File: src/hdl/dcc_pkg.sv
// shared constants and types for the calibration control register group
package dcc_pkg;

    // ------------------------------------------------------------
    // register offsets
    // ------------------------------------------------------------
    localparam logic [4:0] ADDR_SERIAL_CTL = 5'h00;
    localparam logic [4:0] ADDR_DATA_CFG = 5'h02;
    localparam logic [4:0] ADDR_HW_REVISION = 5'h0d;
    localparam logic [4:0] ADDR_CAL_SRC_DIV = 5'h0e;
    localparam logic [4:0] ADDR_CAL_COMMAND = 5'h0f;
    localparam logic [4:0] ADDR_COEF_INDEX = 5'h10;
    localparam logic [4:0] ADDR_COEF_VALUE = 5'h11;
    localparam logic [4:0] ADDR_CAL_DAC_RANGE = 5'h14;

    // ------------------------------------------------------------
    // field positions
    // ------------------------------------------------------------
    localparam int BIT_REF_SOURCE_SELECT = 0;
    localparam int BIT_CAL_CLK_GATE = 0;
    localparam int BIT_CAL_DONE = 7;
    localparam int BIT_CAL_START = 6;
    localparam int BIT_COEF_STORE = 3;
    localparam int BIT_COEF_FETCH = 2;
    localparam int BIT_COEF_DEFAULT = 0;
    localparam int BIT_CAL_DAC_HALF = 4;
    localparam int LSB_COEF_SOURCE = 4;
    localparam int LSB_DIV_SEL = 0;

    // ------------------------------------------------------------
    // widths, reset values and constants
    // ------------------------------------------------------------
    localparam int COEF_W = 6;
    localparam int COEF_DEPTH = 64;
    localparam logic [5:0] RST_COEF_INDEX = 6'h00;
    localparam logic [5:0] RST_COEF_VALUE = 6'h3f;
    localparam logic [2:0] RST_DIV_SEL = 3'h0;
    // default (uncalibrated) trim held by every entry after a coefficient reset
    localparam logic [5:0] COEF_DEFAULT = 6'h20;
    // arbitrary revision value
    localparam logic [3:0] HW_REVISION = 4'h5;
    // the longest divide ratio is 256 converter clocks
    localparam logic [7:0] DIV_MAX_TERM = 8'hff;

    typedef enum logic [1:0] {
        SRC_COEF_DEFAULT_CMD = 2'b00,
        SRC_SELF = 2'b01,
        SRC_UNUSED = 2'b10,
        SRC_USER = 2'b11
    } dcc_src_t;

endpackage : dcc_pkg

File: src/hdl/dcc_if.sv
// register access link between the host controller and the device
`timescale 1ns/1ps
interface dcc_if;
    logic wr_en;
    logic rd_en;
    logic [4:0] addr;
    logic [7:0] wdata;
    logic [7:0] rdata;
    logic rvalid;

    modport device (
        input wr_en, rd_en, addr, wdata,
        output rdata, rvalid
    );
    modport host (
        output wr_en, rd_en, addr, wdata,
        input rdata, rvalid
    );
endinterface : dcc_if

File: src/hdl/dcc_device.sv
// device end: calibration control registers, divider, sequencer and coefficient memory
//
// Operation
// - read-only 4-bit revision field, writes ignored
// - read-only source status, resets uncalibrated
// - divider code selects calibration clock ratio
// - done flag set when calibration finishes
// - writing start launches self-calibration
// - store command writes value into indexed entry
// - fetch command loads indexed entry into value
// - default command resets every coefficient
// - 6-bit index register, resets zero
// - 6-bit value register, resets all ones
// - trim bit selects half-range calibration DAC
// - serial control bit0 selects external reference
// - data config bit0 gates calibration clock
`timescale 1ns/1ps
module dcc_device
    import dcc_pkg::*;
(
    // clock and reset
    input wire logic clk_in,
    input wire logic rst_n_in,
    // register link
    dcc_if.device bus,
    // measurement from the analog comparator, asynchronous
    input wire logic [5:0] cal_measure_in,
    // control outputs
    output logic ref_source_select_out,
    output logic cal_dac_half_range_out,
    output logic cal_clk_en_out,
    output logic cal_busy_out,
    output logic [5:0] cal_step_index_out
);

    // ------------------------------------------------------------
    // register state
    // ------------------------------------------------------------
    logic ref_source_select;
    logic cal_clk_gate;
    logic [2:0] cal_clk_div_sel;
    dcc_src_t coef_source_status;
    logic cal_done_flag;
    logic cal_start_cmd;
    logic coef_store_cmd;
    logic coef_fetch_cmd;
    logic coef_default_cmd;
    logic [5:0] coef_index;
    logic [5:0] coef_value;
    logic cal_dac_half_range;
    logic [5:0] coef_mem [COEF_DEPTH];
    logic [7:0] div_count;
    logic [7:0] div_term;
    logic cal_tick;
    logic [5:0] meas_meta;
    logic [5:0] meas_sync;
    logic [5:0] step;
    logic step_last;
    logic cmd_wr;

    assign cmd_wr = bus.wr_en && (bus.addr == ADDR_CAL_COMMAND);

    // ------------------------------------------------------------
    // configuration registers
    // ------------------------------------------------------------
    always_ff @(posedge clk_in) begin
        if (!rst_n_in) begin
            ref_source_select <= 1'b0;
            cal_clk_gate <= 1'b0;
            cal_clk_div_sel <= RST_DIV_SEL;
            coef_index <= RST_COEF_INDEX;
            cal_dac_half_range <= 1'b0;
        end else if (bus.wr_en) begin
            case (bus.addr)
                ADDR_SERIAL_CTL: ref_source_select <= bus.wdata[BIT_REF_SOURCE_SELECT];
                ADDR_DATA_CFG: cal_clk_gate <= bus.wdata[BIT_CAL_CLK_GATE];
                ADDR_CAL_SRC_DIV: cal_clk_div_sel <= bus.wdata[LSB_DIV_SEL +: 3];
                ADDR_COEF_INDEX: coef_index <= bus.wdata[5:0];
                ADDR_CAL_DAC_RANGE: cal_dac_half_range <= bus.wdata[BIT_CAL_DAC_HALF];
                default: ;
            endcase
        end
    end

    // ------------------------------------------------------------
    // calibration clock divider
    // ------------------------------------------------------------
    // code 0 gives 256 down to code 7 giving 2
    assign div_term = 8'(DIV_MAX_TERM >> cal_clk_div_sel);

    always_ff @(posedge clk_in) begin
        if (!rst_n_in) begin
            div_count <= 8'h00;
            cal_tick <= 1'b0;
        end else if (!cal_clk_gate) begin
            // gate closed clears the divider and holds it at zero
            div_count <= 8'h00;
            cal_tick <= 1'b0;
        end else if (div_count >= div_term) begin
            // >= so a ratio change mid-count never overruns
            div_count <= 8'h00;
            cal_tick <= 1'b1;
        end else begin
            div_count <= div_count + 8'h01;
            cal_tick <= 1'b0;
        end
    end

    // ------------------------------------------------------------
    // measurement synchroniser
    // ------------------------------------------------------------
    always_ff @(posedge clk_in) begin
        if (!rst_n_in) begin
            meas_meta <= 6'h00;
            meas_sync <= 6'h00;
        end else begin
            meas_meta <= cal_measure_in;
            meas_sync <= meas_meta;
        end
    end

    // ------------------------------------------------------------
    // self-calibration sequencer
    // ------------------------------------------------------------
    // one entry is trimmed per calibration clock; a closed gate stalls it
    assign step_last = cal_start_cmd && cal_tick && (step == 6'h3f);

    always_ff @(posedge clk_in) begin
        if (!rst_n_in) begin
            cal_start_cmd <= 1'b0;
            step <= 6'h00;
        end else if (cmd_wr && bus.wdata[BIT_CAL_START] && !cal_start_cmd) begin
            cal_start_cmd <= 1'b1;
            step <= 6'h00;
        end else if (step_last) begin
            // start bit clears when the sequence ends
            cal_start_cmd <= 1'b0;
            step <= 6'h00;
        end else if (cal_start_cmd && cal_tick) begin
            step <= step + 6'h01;
        end
    end

    always_ff @(posedge clk_in) begin
        if (!rst_n_in) begin
            cal_done_flag <= 1'b0;
        end else if (step_last) begin
            // done set at the end of the sequence
            cal_done_flag <= 1'b1;
        end else if (cmd_wr && bus.wdata[BIT_CAL_START] && !cal_start_cmd) begin
            cal_done_flag <= 1'b0;
        end
    end

    // ------------------------------------------------------------
    // coefficient commands
    // ------------------------------------------------------------
    // each command bit stands one cycle while its action runs
    always_ff @(posedge clk_in) begin
        if (!rst_n_in) begin
            coef_store_cmd <= 1'b0;
            coef_fetch_cmd <= 1'b0;
            coef_default_cmd <= 1'b0;
        end else begin
            coef_store_cmd <= cmd_wr && bus.wdata[BIT_COEF_STORE];
            coef_fetch_cmd <= cmd_wr && bus.wdata[BIT_COEF_FETCH];
            coef_default_cmd <= cmd_wr && bus.wdata[BIT_COEF_DEFAULT];
        end
    end

    // the default command wins over store and over a calibration step
    always_ff @(posedge clk_in) begin
        if (!rst_n_in || coef_default_cmd) begin
            // every entry returns to its default
            for (int i = 0; i < COEF_DEPTH; i++) begin
                coef_mem[i] <= COEF_DEFAULT;
            end
        end else if (coef_store_cmd) begin
            // store value into the indexed entry
            coef_mem[coef_index] <= coef_value;
        end else if (cal_start_cmd && cal_tick) begin
            coef_mem[step] <= meas_sync;
        end
    end

    always_ff @(posedge clk_in) begin
        if (!rst_n_in) begin
            coef_value <= RST_COEF_VALUE;
        end else if (coef_fetch_cmd) begin
            // fetch indexed entry into the value register
            coef_value <= coef_mem[coef_index];
        end else if (bus.wr_en && bus.addr == ADDR_COEF_VALUE) begin
            coef_value <= bus.wdata[5:0];
        end
    end

    // source status follows the last action on the memory
    always_ff @(posedge clk_in) begin
        if (!rst_n_in || coef_default_cmd) begin
            coef_source_status <= SRC_COEF_DEFAULT_CMD;
        end else if (coef_store_cmd) begin
            coef_source_status <= SRC_USER;
        end else if (step_last) begin
            coef_source_status <= SRC_SELF;
        end
    end

    // ------------------------------------------------------------
    // read path
    // ------------------------------------------------------------
    always_ff @(posedge clk_in) begin
        if (!rst_n_in) begin
            bus.rdata <= 8'h00;
            bus.rvalid <= 1'b0;
        end else begin
            bus.rvalid <= bus.rd_en;
            bus.rdata <= 8'h00;
            if (bus.rd_en) begin
                case (bus.addr)
                    ADDR_SERIAL_CTL: bus.rdata <= {7'h00, ref_source_select};
                    ADDR_DATA_CFG: bus.rdata <= {7'h00, cal_clk_gate};
                    // revision is a constant, never written
                    ADDR_HW_REVISION: bus.rdata <= {4'h0, HW_REVISION};
                    ADDR_CAL_SRC_DIV: bus.rdata <= {2'b00, coef_source_status, 1'b0,
                        cal_clk_div_sel};
                    ADDR_CAL_COMMAND: bus.rdata <= {cal_done_flag, cal_start_cmd, 2'b00,
                        coef_store_cmd, coef_fetch_cmd, 1'b0, coef_default_cmd};
                    ADDR_COEF_INDEX: bus.rdata <= {2'b00, coef_index};
                    ADDR_COEF_VALUE: bus.rdata <= {2'b00, coef_value};
                    ADDR_CAL_DAC_RANGE: bus.rdata <= {3'h0, cal_dac_half_range, 4'h0};
                    default: bus.rdata <= 8'h00;
                endcase
            end
        end
    end

    // ------------------------------------------------------------
    // outputs
    // ------------------------------------------------------------
    always_ff @(posedge clk_in) begin
        if (!rst_n_in) begin
            ref_source_select_out <= 1'b0;
            cal_dac_half_range_out <= 1'b0;
            cal_busy_out <= 1'b0;
            cal_step_index_out <= 6'h00;
        end else begin
            ref_source_select_out <= ref_source_select;
            cal_dac_half_range_out <= cal_dac_half_range;
            cal_busy_out <= cal_start_cmd;
            cal_step_index_out <= step;
        end
    end

    assign cal_clk_en_out = cal_tick;

endmodule : dcc_device

File: src/flat_wrapper.sv
// flat-port wrapper written by rule: the top's interface ports become plain ports
module dcc_device_flat import dcc_pkg::*;
  (clk_in, rst_n_in, cal_measure_in, ref_source_select_out, cal_dac_half_range_out, cal_clk_en_out, cal_busy_out, cal_step_index_out, bus_wr_en, bus_rd_en, bus_addr, bus_wdata, bus_rdata, bus_rvalid);
  dcc_if bus_i ();
  input wire logic clk_in;
  input wire logic rst_n_in;
  input wire logic [5:0] cal_measure_in;
  output logic ref_source_select_out;
  output logic cal_dac_half_range_out;
  output logic cal_clk_en_out;
  output logic cal_busy_out;
  output logic [5:0] cal_step_index_out;
  input wire logic [$bits(bus_i.wr_en)-1:0] bus_wr_en;
  input wire logic [$bits(bus_i.rd_en)-1:0] bus_rd_en;
  input wire logic [$bits(bus_i.addr)-1:0] bus_addr;
  input wire logic [$bits(bus_i.wdata)-1:0] bus_wdata;
  output wire logic [$bits(bus_i.rdata)-1:0] bus_rdata;
  output wire logic [$bits(bus_i.rvalid)-1:0] bus_rvalid;
  assign bus_i.wr_en = bus_wr_en;
  assign bus_i.rd_en = bus_rd_en;
  assign bus_i.addr = bus_addr;
  assign bus_i.wdata = bus_wdata;
  assign bus_rdata = bus_i.rdata;
  assign bus_rvalid = bus_i.rvalid;
  dcc_device u_core (.clk_in(clk_in), .rst_n_in(rst_n_in), .bus(bus_i), .cal_measure_in(cal_measure_in), .ref_source_select_out(ref_source_select_out), .cal_dac_half_range_out(cal_dac_half_range_out), .cal_clk_en_out(cal_clk_en_out), .cal_busy_out(cal_busy_out), .cal_step_index_out(cal_step_index_out));
endmodule
File: config.mk
export PLATFORM = sky130hd
export DESIGN_NAME = dcc_device_flat
export DESIGN_NICKNAME = d
export VERILOG_FILES = /design/src/hdl/dcc_pkg.sv /design/src/hdl/dcc_if.sv /design/src/hdl/dcc_device.sv /design/src/flat_wrapper.sv
export SDC_FILE = /design/constraint.sdc
export NUM_CORES = 1
export LEC_CHECK = 0
export BUFFER_PORTS_ARGS = -buffer_cell sky130_fd_sc_hd__buf_2
export CAP_MARGIN = 20
export CORE_MARGIN = 4
export CORE_UTILIZATION = 57
export DETAILED_ROUTE_END_ITERATION = 8
export GPL_ROUTABILITY_DRIVEN = 0
export GPL_TIMING_DRIVEN = 0
export PLACE_DENSITY = 0.73
export SLEW_MARGIN = 20
export SYNTH_ARGS = -nofsm -noshare
export SYNTH_HDL_FRONTEND = slang
export SYNTH_SLANG_ARGS = --single-unit
File: constraint.sdc
create_clock -name clk_in -period 6.97 [get_ports clk_in]
set_clock_uncertainty 0.05 [all_clocks]
set_input_delay 1.394 -clock clk_in [delete_from_list [all_inputs] [get_ports clk_in]]
set_output_delay 1.394 -clock clk_in [all_outputs]
set_load 0.01 [all_outputs]
==> results.rst, run 1 <==
.. list-table::
   :header-rows: 1

   * - Metric
     - Value
   * - Status
     - complete, no violations
   * - Aggregate routed wire length
     - 56100 um
   * - Post-route antenna net violation count
     - 0
   * - Crit path max fanout
     - 10
   * - Ranking of synthesized cells by area
     - edfxtp_1 (56%), mux4_2 (11%), dfxtp_1 (7.5%)
   * - Growth of design area from synthesis to finish
     - 11.6%
   * - Min Clock Period, post-route
     - 4.52 ns
   * - Reg with most FFs
     - u_core.coef_mem
   * - Via count of the routed design
     - 13800
   * - Via count of the first global-routing pass
     - 13400
   * - Count of unresolved DRC violations after routing
     - 0
   * - Startpoint of the worst-slack reg-to-reg timing path
     - u_core.coef_default_cmd
   * - Reg-to-reg critical path endpoint
     - u_core.coef_mem[15][0]
   * - Placeable core region
     - 35500 sq um
   * - Post-synth EDFFs
     - 384
   * - Largest net degree at the start of global routing
     - 15
   * - Syn Inst Count
     - 1545
   * - Num CTS Buffers
     - 48
   * - Port-buffer cells
     - 36
   * - Final Core Density
     - 64.2%
   * - Capturing element type of the critical path
     - flip-flop
   * - First element of the critical path
     - rst_n_in
   * - Worst Path Required
     - 7.14 ns
   * - Warnings from Yosys
     - 0
   * - Mean instance size in the synthesized netlist
     - 13.2 sq um
   * - Number of nets in the finished design
     - 1666
   * - HPWL after detailed placement
     - 38900 um
   * - Clock tree from TritonCTS
     - built
   * - Post-CTS Repair Setup Buffers
     - 0
   * - Number of hold-slack violations in the final timing report
     - 0
   * - Finish-stage setup viols
     - 0
   * - Via/cell ratio
     - 6.46
   * - CTS resizes
     - 0
   * - Hold Buf Count CTS
     - 0
   * - Startpoint types
     - primary input
   * - Slew Limit Headroom
     - 22.3%
   * - Reg-to-reg setup timing slack
     - 2.95 ns
   * - GR met2 Demand/Resource
     - 46.9%
   * - Leak pwr
     - 8.20 nW
   * - Overflow left after global routing
     - 0
   * - Global-route total usage across every layer
     - 29.0%
   * - Buffer cell driving the clock tree root
     - clkbuf_16
   * - P per Cell Area
     - 251 nW/um^2
   * - Most frequent cell after synthesis
     - edfxtp_1
   * - Number of distinct standard cells referenced by the synthesized netlist
     - 60
   * - Clock transition time at the flip-flop clock pins of the worst setup and hold paths
     - 0.06 ns
   * - Number of standard-cell rows in the floorplan
     - 69
   * - Slew at the pin with the worst max-slew slack
     - 1.16 ns
   * - Initial antenna violation count
     - 1
   * - Met3 Track Usage GR
     - 6.33%
   * - Top post-synthesis cells by count
     - edfxtp_1 (384), nor2_1 (352), nand2_1 (161)
   * - RSZ-0062 raised after global routing
     - false
   * - Total I/O pin count
     - 42
   * - Number of cells traversed by the worst register-to-register path
     - 8
   * - Number of sinks driven by the clock tree
     - 460
   * - Area share of the leading cell type in the synthesized netlist
     - 56.5%
   * - Regs by FF count
     - u_core.coef_mem: 384 flops, u_core.bus.rdata: 8 flops, u_core.div_count: 8 flops
   * - Routed wire length per instance
     - 26.3 um
   * - Area of the die
     - 38900 sq um
   * - First-pass GRT wire length
     - 83400 um
   * - Fraction of synthesis flops using an asynchronous set or reset pin
     - 0%
   * - Fill cell count
     - 2591
   * - Synthesized cell area
     - 20400 sq um
   * - Count of routing violations after the opening detailed-route iteration
     - 1923
   * - Clk buf depth
     - 3
   * - Critical Path AT
     - 4.69 ns
   * - Register area share after synthesis
     - 63.9%
   * - Top flip-flop cell by instance count after synthesis
     - edfxtp_1
   * - Summed area of non-filler cells in the final layout
     - 22800 sq um
   * - Post-synth top area cell
     - edfxtp_1
   * - Total of max-cap violations
     - 0
   * - Flip-flop count of the largest register, all copies and words added
     - 384
   * - Synthesized net count
     - 1577
   * - Final sum of negative setup slack
     - 0 ns
   * - Clock latency on the worst-skew pair
     - 0.58 ns
   * - Die width
     - 197 um
   * - CP Class
     - primary input to flip-flop
   * - Achievable clock frequency
     - 0.221 GHz
   * - Total placed instance area
     - 21300 sq um
   * - Endpoint of the worst setup timing path
     - u_core.coef_mem[15][0]
   * - First-pass iteration count of the detailed router
     - 6
   * - Proportion of layout cells with a drive suffix above 1
     - 17.2%
   * - Met1 Use GR
     - 39.1%
   * - Global-route layer with the greatest usage
     - met2
   * - Path class of the lowest-slack min-delay path
     - flip-flop to flip-flop
   * - Pins over their slew limit
     - 0
   * - Portion of the clock cycle consumed by the worst path in the final layout
     - 64.8%
   * - Post-synthesis sequential element count
     - 460
   * - Die extent in y
     - 197 um
   * - # H-tree levels
     - 2
   * - Maximum vdd ir drop
     - 198 uV
   * - Initial cell density of the core
     - 57.5%
[report_power, final]
group | total (mW) | switching, mW | internal [mW]
clock | 2.48 | 1.06 | 1.42
sequential | 3.06 | 0.0246 | 3.04
combinational | 0.177 | 0.123 | 0.0546
[metrics by stage]
step | worst slack [ns] | instances | hold slack [ns] | total power, mW
after global placement | 2.05 | 2042 | 0.374 | 3.28
final | 2.45 | 2133 | 0.383 | 5.72
after CTS | 2.64 | 2132 | 0.385 | 5.72
after floorplan | 3.54 | 1545 | 0.362 | 3.22
after detailed placement | 2.07 | 2045 | 0.371 | 3.29
after global routing | 2.44 | 2132 | 0.406 | 5.86
[cell families (layout without fill, tap and decap cells)]
| group | after synthesis | in the layout | synth area share [%] |
|---|---|---|---|
| flip-flops | 460 | 460 | 63.9 |
| XOR/XNOR | 11 | 11 | 0.472 |
| buffers and inverters | 126 | 252 | 2.95 |
| multiplexers | 145 | 145 | 13.8 |
| adder cells (fa/ha/maj) | 9 | 9 | 0.552 |
| other | 0 | 1 | 0 |
| AO/OA/AOI/OAI | 95 | 95 | 3.41 |
| AND/OR/NAND/NOR | 699 | 699 | 14.9 |
[cell usage in the layout (no fill, tap or decap), drive strengths merged, types with 6 or more instances in the layout]
cell	n
o21ai	9
a211oi	17
and3	6
nand3	88
nor2b	22
and2	26
ha	9
nand2	162
nand3b	10
a21boi	10
edfxtp	384
mux4	106
nor2	352
mux2i	38
clkbuf	122
a21oi	21
dfxtp	76
buf	100
nor3b	6
clkinv	15
inv	10
xor2	8
[routing by layer]
layer	share of wire (%)	vias up
li1	-	5854
met1	36	6812
met2	47	953
met3	12	167
met4	4.6	0
met5	0	-
[critical path: stages]
cell,delay (ns)
buf_2,0.10
nand2b_1,0.10
nor3_2,0.25
buf_2,0.36
mux2i_1,0.41
nor2b_1,0.97
buf_2,0.48
nand2_1,0.27
nand2_1,0.36
[how the worst min path moves through the flow]
stage | start | endpoint | cells after the start
after floorplan | u_core.meas_meta[0] | u_core.meas_sync[0] | 1
after global placement | u_core.meas_meta[1] | u_core.meas_sync[1] | 1
after detailed placement | u_core.meas_meta[5] | u_core.meas_sync[5] | 1
after CTS | u_core.meas_meta[5] | u_core.meas_sync[5] | 1
after global routing | u_core.meas_meta[3] | u_core.meas_sync[3] | 1
final | u_core.meas_meta[5] | u_core.meas_sync[5] | 1
[layout make-up]
type | count | area, sq um | area share, %
sequential | 460 | 13100 | 57.3
multi-input combinational | 959 | 6840 | 30.0
clock buffer | 65 | 1340 | 5.87
tap | 461 | 577 | 2.53
buffer | 118 | 573 | 2.51
timing repair buffer | 39 | 214 | 0.939
clock inverter | 22 | 173 | 0.757
inverter | 8 | 30.0 | 0.132
antenna | 1 | 2.50 | 0.0110
(Power assumes the default switching activity.)
==> run 2: changes to the inputs <==
Settings changed: PLACE_DENSITY 0.73 to 0.76.
Clock period 6.97 ns to 4.1 ns, I/O delays scaled along.
==> run 2 against run 1 <==
  * Sequential power rose by 70%
  * Global-route usage fell by 0.23 points
  * Hold slack improved by 0.0048 ns
  * Sequential share of layout area increased by 0.13 points
  * Register-to-register slack got worse by 2.8 ns
  * Sequential cell count did not move
  * Non-clock buffer count is 1 lower
  * Critical path depth decreased by 1
  * Clock power rose by 67%
  * Largest cell class unchanged
==> results.rst, run 2 (same netlist as run 1, synthesis figures left out) <==
.. list-table::
   :header-rows: 1

   * - Metric
     - Value
   * - Count of routing violations after the opening detailed-route iteration
     - 1883 (was 1923)
   * - Leak pwr
     - 8.18 nW (was 8.20 nW)
   * - Number of cells traversed by the worst register-to-register path
     - 8 (unchanged)
   * - Total of max-cap violations
     - 0 (unchanged)
   * - Post-CTS Repair Setup Buffers
     - 0 (unchanged)
   * - Cell with the biggest individual delay on the critical path
     - nor2b_1 (unchanged)
   * - # H-tree levels
     - 2 (unchanged)
   * - Growth of design area from synthesis to finish
     - 11.4% (was 11.6%)
   * - Finish-stage setup viols
     - 0 (unchanged)
   * - Min Clock Period, post-route
     - 3.96 ns
   * - Total power
     - 9.65 mW (was 5.72 mW)
   * - Status
     - complete, no violations (unchanged)
   * - Clock transition time at the flip-flop clock pins of the worst setup and hold paths
     - 0.06 ns (about the same)
   * - Number of hold-slack violations in the final timing report
     - 0 (unchanged)
   * - Reg with most FFs
     - u_core.coef_mem (unchanged)
   * - Reg-to-reg setup timing slack
     - 0.14 ns (was 2.95 ns)
   * - Die extent in y
     - 197 um (unchanged)
   * - Clk buf depth
     - 3 (unchanged)
   * - Number of standard-cell rows in the floorplan
     - 69 (unchanged)
   * - Achievable clock frequency
     - 0.252 GHz
   * - Hold Path End
     - u_core.meas_sync[5] (unchanged)
   * - Via count of the first global-routing pass
     - 13400 (about the same)
   * - HPWL after detailed placement
     - 38800 um (was 38900 um)
   * - Count of cells along the worst hold path
     - 1 (unchanged)
   * - Die width
     - 197 um (unchanged)
   * - Pins over their slew limit
     - 0 (unchanged)
   * - Family with the most delay on the worst path
     - simple AND/OR/NAND/NOR gates (unchanged)
   * - Area of the die
     - 38900 sq um (unchanged)
   * - Critical Path AT
     - 4.13 ns (was 4.69 ns)
   * - Worst Hold Launch
     - u_core.meas_meta[5] (unchanged)
   * - Routed wire length per instance
     - 26.2 um (was 26.3 um)
   * - Post-route antenna net violation count
     - 0 (unchanged)
   * - Initial antenna violation count
     - 2 (was 1)
   * - Maximum vdd ir drop
     - 340 uV (was 198 uV)
   * - Final Core Density
     - 64.1% (was 64.2%)
   * - Regs by FF count
     - u_core.coef_mem: 384 flops, u_core.bus.rdata: 8 flops, u_core.div_count: 8 flops (unchanged)
   * - Most frequent cells in the layout
     - edfxtp_1 (384), nor2_1 (352), nand2_1 (161) (unchanged)
   * - Commonest non-fill, non-tap cell in the layout
     - edfxtp_1 (unchanged)
   * - Biggest cell delay along the critical path
     - 0.87 ns (was 0.97 ns)
   * - Crit path buffers/inverters
     - 2 (was 3)
   * - Port-buffer cells
     - 36 (unchanged)
   * - Number of nets in the finished design
     - 1664 (was 1666)
   * - Slew at the pin with the worst max-slew slack
     - 1.19 ns (was 1.16 ns)
   * - Clock tree from TritonCTS
     - built (unchanged)
   * - Slew Limit Headroom
     - 20.6% (was 22.3%)
   * - Global-route total usage across every layer
     - 28.7% (was 29.0%)
   * - P per Cell Area
     - 424 nW/um^2 (was 251 nW/um^2)
   * - Initial cell density of the core
     - 57.5% (unchanged)
   * - Number of sinks driven by the clock tree
     - 460 (unchanged)
   * - Via count of the routed design
     - 13700 (was 13800)
   * - Total I/O pin count
     - 42 (unchanged)
   * - Hold Buf Count CTS
     - 0 (unchanged)
   * - Buffer cell driving the clock tree root
     - clkbuf_16 (unchanged)
   * - Count of unresolved DRC violations after routing
     - 0 (unchanged)
   * - CTS resizes
     - 0 (unchanged)
   * - Aggregate routed wire length
     - 55700 um (was 56100 um)
   * - First-pass iteration count of the detailed router
     - 7 (was 6)
   * - Via/cell ratio
     - 6.45 (was 6.46)
   * - Flip-flop count of the largest register, all copies and words added
     - 384 (unchanged)
   * - Clock latency on the worst-skew pair
     - 0.57 ns (was 0.58 ns)
   * - Critical path, cell by cell
     - nand2b_1, nor3_2, buf_2, mux2i_1, nor2b_1, buf_2, nand2_1, nand2_1 (was buf_2, nand2b_1, nor3_2, buf_2, mux2i_1, nor2b_1, buf_2, nand2_1, nand2_1)
   * - RSZ-0062 raised after global routing
     - false (unchanged)
   * - Proportion of layout cells with a drive suffix above 1
     - 17.0% (was 17.2%)
   * - Path class of the lowest-slack min-delay path
     - flip-flop to flip-flop (unchanged)
   * - Largest net degree at the start of global routing
     - 14 (was 15)
   * - Startpoint of the worst-slack reg-to-reg timing path
     - u_core.coef_default_cmd (unchanged)
   * - First-pass GRT wire length
     - 83100 um (was 83400 um)
   * - Overflow left after global routing
     - 0 (unchanged)
   * - Portion of the clock cycle consumed by the worst path in the final layout
     - 96.6%
   * - CP Class
     - flip-flop to flip-flop (was primary input to flip-flop)
   * - Crit path max fanout
     - 10 (unchanged)
   * - Capturing element type of the critical path
     - flip-flop (unchanged)
   * - Startpoint types
     - flip-flop (was primary input)
   * - Reg-to-reg critical path endpoint
     - u_core.coef_mem[13][3] (was u_core.coef_mem[15][0])
   * - Num CTS Buffers
     - 47 (was 48)
   * - Worst Path Required
     - 4.27 ns (was 7.14 ns)
   * - Placeable core region
     - 35500 sq um (unchanged)
[run 2: changes by cell type in the layout (fill, tap and decap cells not counted), sizes merged]
cell      change
buf           -1
clkbuf        +1
clkinv        -2
clkinvlp      -1
inv           -2
[run 2: how the worst max path moves through the flow]
stage | start | end | slack [ns] | cells after the start
after floorplan | rst_n_in | u_core.coef_mem[59][0] | 1.24 | 8
after global placement | rst_n_in | u_core.coef_mem[59][2] | -0.17 | 8
after detailed placement | rst_n_in | u_core.coef_mem[13][3] | -0.20 | 9
after CTS | u_core.coef_default_cmd | u_core.coef_mem[13][5] | 0.30 | 8
after global routing | u_core.coef_default_cmd | u_core.coef_mem[13][1] | 0.09 | 8
final | u_core.coef_default_cmd | u_core.coef_mem[13][3] | 0.14 | 8
[run 2: final cells by class]
cell class | count | area, sq um
Antenna cell | 1 | 2.50
Buffer | 118 | 573
Clock buffer | 66 | 1330
Clock inverter | 17 | 139
Fill cell | 2614 | 12700
Inverter | 8 | 30.0
Multi-Input combinational cell | 959 | 6840
Sequential cell | 460 | 13100
Tap cell | 461 | 577
Timing Repair Buffer | 38 | 203
[run 2: through the flow]
stage               TNS (ns)  instances  area [sq um]  hold WS (ns)  setup WS, ns
floorplan                  0       1545         20400         0.362          1.24
global placement      -20.46       2042         21200         0.375        -0.173
detailed placement     -3.65       2044         21300         0.373        -0.199
CTS                        0       2127         22700         0.391         0.295
global route               0       2128         22700         0.395        0.0877
finish                     0       2128         22700         0.388         0.138
[run 2: metal layers]
layer	wire, um	up-vias	global-route usage (%)	part of all wire [%]
met5	16	-	0	0.029
met4	2830	2	12.8	5.1
met3	6850	185	6.94	12
met2	26500	997	46.1	48
met1	19500	6700	37.8	35
li1	-	5836	-	-
[run 2: report_power, final]
part	leakage (nW)	internal, mW	total [mW]	switching, mW
sequential	4.36	5.17	5.21	0.0423
clock	0.720	2.39	4.15	1.76
combinational	3.10	0.0927	0.299	0.206
==> run 3: changes to the inputs <==
Settings changed: CORE_UTILIZATION 57 to 55, PLACE_DENSITY 0.76 to 0.74.
==> run 3 against run 2 <==
  * Combinational power about the same
  * Maximum frequency shrank 1.1%
  * Register-to-register slack got worse by 0.04 ns
  * Die area is 3.5% higher
  * Clock power fell by 2%
  * Non-clock buffer count increased by 2
  * Setup slack lost 0.043 ns
  * Sequential share of layout area up 0.054 points
  * Sequential cell count stayed put
  * Hold slack lost 0.0090 ns
  * Critical path type unchanged
  * Largest power group unchanged
  * Highest routed layer is now met4
==> results.rst, run 3 (same netlist as run 1, synthesis figures left out) <==
.. list-table::
   :header-rows: 1

   * - Metric
     - Value
   * - Worst Path Required
     - 4.31 ns (was 4.27 ns)
   * - Status
     - complete, no violations (unchanged)
   * - Aggregate routed wire length
     - 56900 um (was 55700 um)
   * - # H-tree levels
     - 2 (unchanged)
   * - Via/cell ratio
     - 6.39 (was 6.45)
   * - Count of routing violations after the opening detailed-route iteration
     - 1742 (was 1883)
   * - Routed wire length per instance
     - 26.6 um (was 26.2 um)
   * - Hold Path End
     - u_core.meas_sync[4] (was u_core.meas_sync[5])
   * - Total of max-cap violations
     - 0 (unchanged)
   * - Initial antenna violation count
     - 0 (was 2)
   * - Fill cell count
     - 2764 (was 2614)
   * - Internal power
     - 7.53 mW (was 7.64 mW)
   * - Port-buffer cells
     - 36 (unchanged)
   * - Capturing element type of the critical path
     - flip-flop (unchanged)
   * - Portion of the clock cycle consumed by the worst path in the final layout
     - 97.7% (was 96.6%)
   * - Crit path max fanout
     - 10 (unchanged)
   * - Clock transition time at the flip-flop clock pins of the worst setup and hold paths
     - 0.06 ns (about the same)
   * - Num CTS Buffers
     - 48 (was 47)
   * - Cell count after placement
     - 2053 (was 2044)
   * - Reg with most FFs
     - u_core.coef_mem (unchanged)
   * - Commonest non-fill, non-tap cell in the layout
     - edfxtp_1 (unchanged)
   * - Count of cells along the worst hold path
     - 1 (unchanged)
   * - Net switching power figure
     - 2.05 mW (was 2.01 mW)
   * - Part of the total power dissipated in combinational logic
     - 3.1% (about the same)
   * - Clock tree from TritonCTS
     - built (unchanged)
   * - Finish-stage setup viols
     - 0 (unchanged)
   * - Number of nets in the finished design
     - 1667 (was 1664)
   * - Number of sinks driven by the clock tree
     - 460 (unchanged)
   * - Maximum vdd ir drop
     - 302 uV (was 340 uV)
   * - Net Sw Frac
     - 21.4% (was 20.8%)
   * - Die width
     - 201 um (was 197 um)
   * - Buffer cell driving the clock tree root
     - clkbuf_16 (unchanged)
   * - First-pass iteration count of the detailed router
     - 7 (unchanged)
   * - Least setup slack across all paths after layout
     - 0.0950 ns (was 0.138 ns)
   * - Die extent in y
     - 201 um (was 197 um)
   * - Placeable core region
     - 36600 sq um (was 35500 sq um)
   * - Clock share of power
     - 42.5% (was 42.9%)
   * - Count of unresolved DRC violations after routing
     - 0 (unchanged)
   * - Achievable clock frequency
     - 0.250 GHz (was 0.252 GHz)
   * - CP Class
     - flip-flop to flip-flop (unchanged)
   * - Overflow left after global routing
     - 0 (unchanged)
   * - Post-CTS Repair Setup Buffers
     - 0 (unchanged)
   * - Post-route non-filler standard cell count
     - 2139 (was 2128)
   * - Portion of total power attributed to sequential cells
     - 54.4% (was 54.0%)
   * - Global-route total usage across every layer
     - 28.0% (was 28.7%)
   * - Clock latency on the worst-skew pair
     - 0.60 ns (was 0.57 ns)
   * - Number of antenna cells inserted
     - 0 (was 1)
   * - Reg-to-reg critical path endpoint
     - u_core.coef_mem[15][3] (was u_core.coef_mem[13][3])
   * - Initial cell density of the core
     - 55.8% (was 57.5%)
   * - Hold_ws
     - 0.379 ns (was 0.388 ns)
   * - Critical Path AT
     - 4.22 ns (was 4.13 ns)
   * - Worst Hold Launch
     - u_core.meas_meta[4] (was u_core.meas_meta[5])
   * - Final Core Density
     - 62.1% (was 64.1%)
   * - Number of hold-slack violations in the final timing report
     - 0 (unchanged)
   * - Startpoint types
     - flip-flop (unchanged)
   * - Number of cells traversed by the worst register-to-register path
     - 8 (unchanged)
   * - Most frequent cells in the layout
     - edfxtp_1 (384), nor2_1 (352), nand2_1 (161) (unchanged)
   * - Worst slack, placed
     - -0.219 ns (was -0.199 ns)
   * - Startpoint of the worst-slack reg-to-reg timing path
     - u_core.coef_default_cmd (unchanged)
   * - Growth of design area from synthesis to finish
     - 11.3% (was 11.4%)
   * - Total I/O pin count
     - 42 (unchanged)
   * - Hold Buf Count CTS
     - 0 (unchanged)
   * - Clk buf depth
     - 3 (unchanged)
   * - Slew at the pin with the worst max-slew slack
     - 1.18 ns (was 1.19 ns)
   * - Number of standard-cell rows in the floorplan
     - 70 (was 69)
   * - Min Clock Period, post-route
     - 4.01 ns (was 3.96 ns)
   * - Largest net degree at the start of global routing
     - 14 (unchanged)
   * - Leak pwr
     - 8.18 nW (about the same)
   * - P per Cell Area
     - 422 nW/um^2 (was 424 nW/um^2)
   * - Flip-flop count of the largest register, all copies and words added
     - 384 (unchanged)
   * - Slew Limit Headroom
     - 21.4% (was 20.6%)
   * - Via count of the routed design
     - 13700 (about the same)
   * - First-pass GRT wire length
     - 84300 um (was 83100 um)
   * - Area of the die
     - 40300 sq um (was 38900 sq um)
   * - Proportion of layout cells with a drive suffix above 1
     - 16.9% (was 17.0%)
   * - Post-route antenna net violation count
     - 0 (unchanged)
   * - Regs by FF count
     - u_core.coef_mem: 384 flops, u_core.bus.rdata: 8 flops, u_core.div_count: 8 flops (unchanged)
   * - Via count of the first global-routing pass
     - 13600 (was 13400)
   * - Reg-to-reg setup timing slack
     - 0.09 ns (was 0.14 ns)
   * - Path class of the lowest-slack min-delay path
     - flip-flop to flip-flop (unchanged)
   * - HPWL after detailed placement
     - 39200 um (was 38800 um)
   * - RSZ-0062 raised after global routing
     - false (unchanged)
   * - Pins over their slew limit
     - 0 (unchanged)
   * - CTS resizes
     - 0 (unchanged)
-- run 3: how the worst max path moves through the flow --
stage                                       start                      to  slack [ns]  cells past startpoint
after detailed placement                 rst_n_in  u_core.coef_mem[15][3]       -0.22                      9
after floorplan                          rst_n_in  u_core.coef_mem[59][0]        1.24                      8
after global routing      u_core.coef_default_cmd  u_core.coef_mem[15][3]        0.01                      8
final                     u_core.coef_default_cmd  u_core.coef_mem[15][3]        0.09                      8
after global placement                   rst_n_in  u_core.coef_mem[40][2]       -0.22                      8
after CTS                 u_core.coef_default_cmd  u_core.coef_mem[15][0]        0.23                      8
-- run 3: layer usage --
layer,share of wire [%],track usage [%]
met1,35,36.4
met2,48,45.4
met3,12,6.85
met4,5.1,12.5
met5,0,0
-- run 3: through the flow --
step                power, mW  setup TNS, ns  cell area [sq um]
finish                   9.58              0              22700
global route             9.82              0              22700
CTS                      9.59              0              22700
detailed placement       5.60          -6.73              21300
global placement         5.58         -27.78              21200
floorplan                5.47              0              20400
-- run 3: power groups by stage --
stage | clock, mW | combinational (mW) | sequential (mW)
floorplan | 0 | 0.187 | 5.28
global placement | 0 | 0.287 | 5.30
detailed placement | 0 | 0.295 | 5.30
CTS | 4.08 | 0.297 | 5.21
global route | 4.29 | 0.317 | 5.21
finish | 4.07 | 0.300 | 5.21
-- run 3: cell type report --
| cell class | instances | area (sq um) | share of cell area [%] |
|---|---|---|---|
| Sequential cell | 460 | 13100 | 57.4 |
| Multi-Input combinational cell | 959 | 6830 | 30.0 |
| Clock buffer | 65 | 1300 | 5.70 |
| Tap cell | 468 | 586 | 2.58 |
| Buffer | 118 | 573 | 2.52 |
| Timing Repair Buffer | 40 | 229 | 1.01 |
| Clock inverter | 21 | 130 | 0.573 |
| Inverter | 8 | 30.0 | 0.132 |
-- run 3: critical path, stage by stage, from the launching register on --
cell	delay, ns
dfxtp_1	0.33
nand2b_1	0.19
nor3_2	0.25
buf_2	0.36
mux2i_1	0.40
nor2b_1	0.97
buf_2	0.50
nand2_1	0.28
nand2_1	0.34
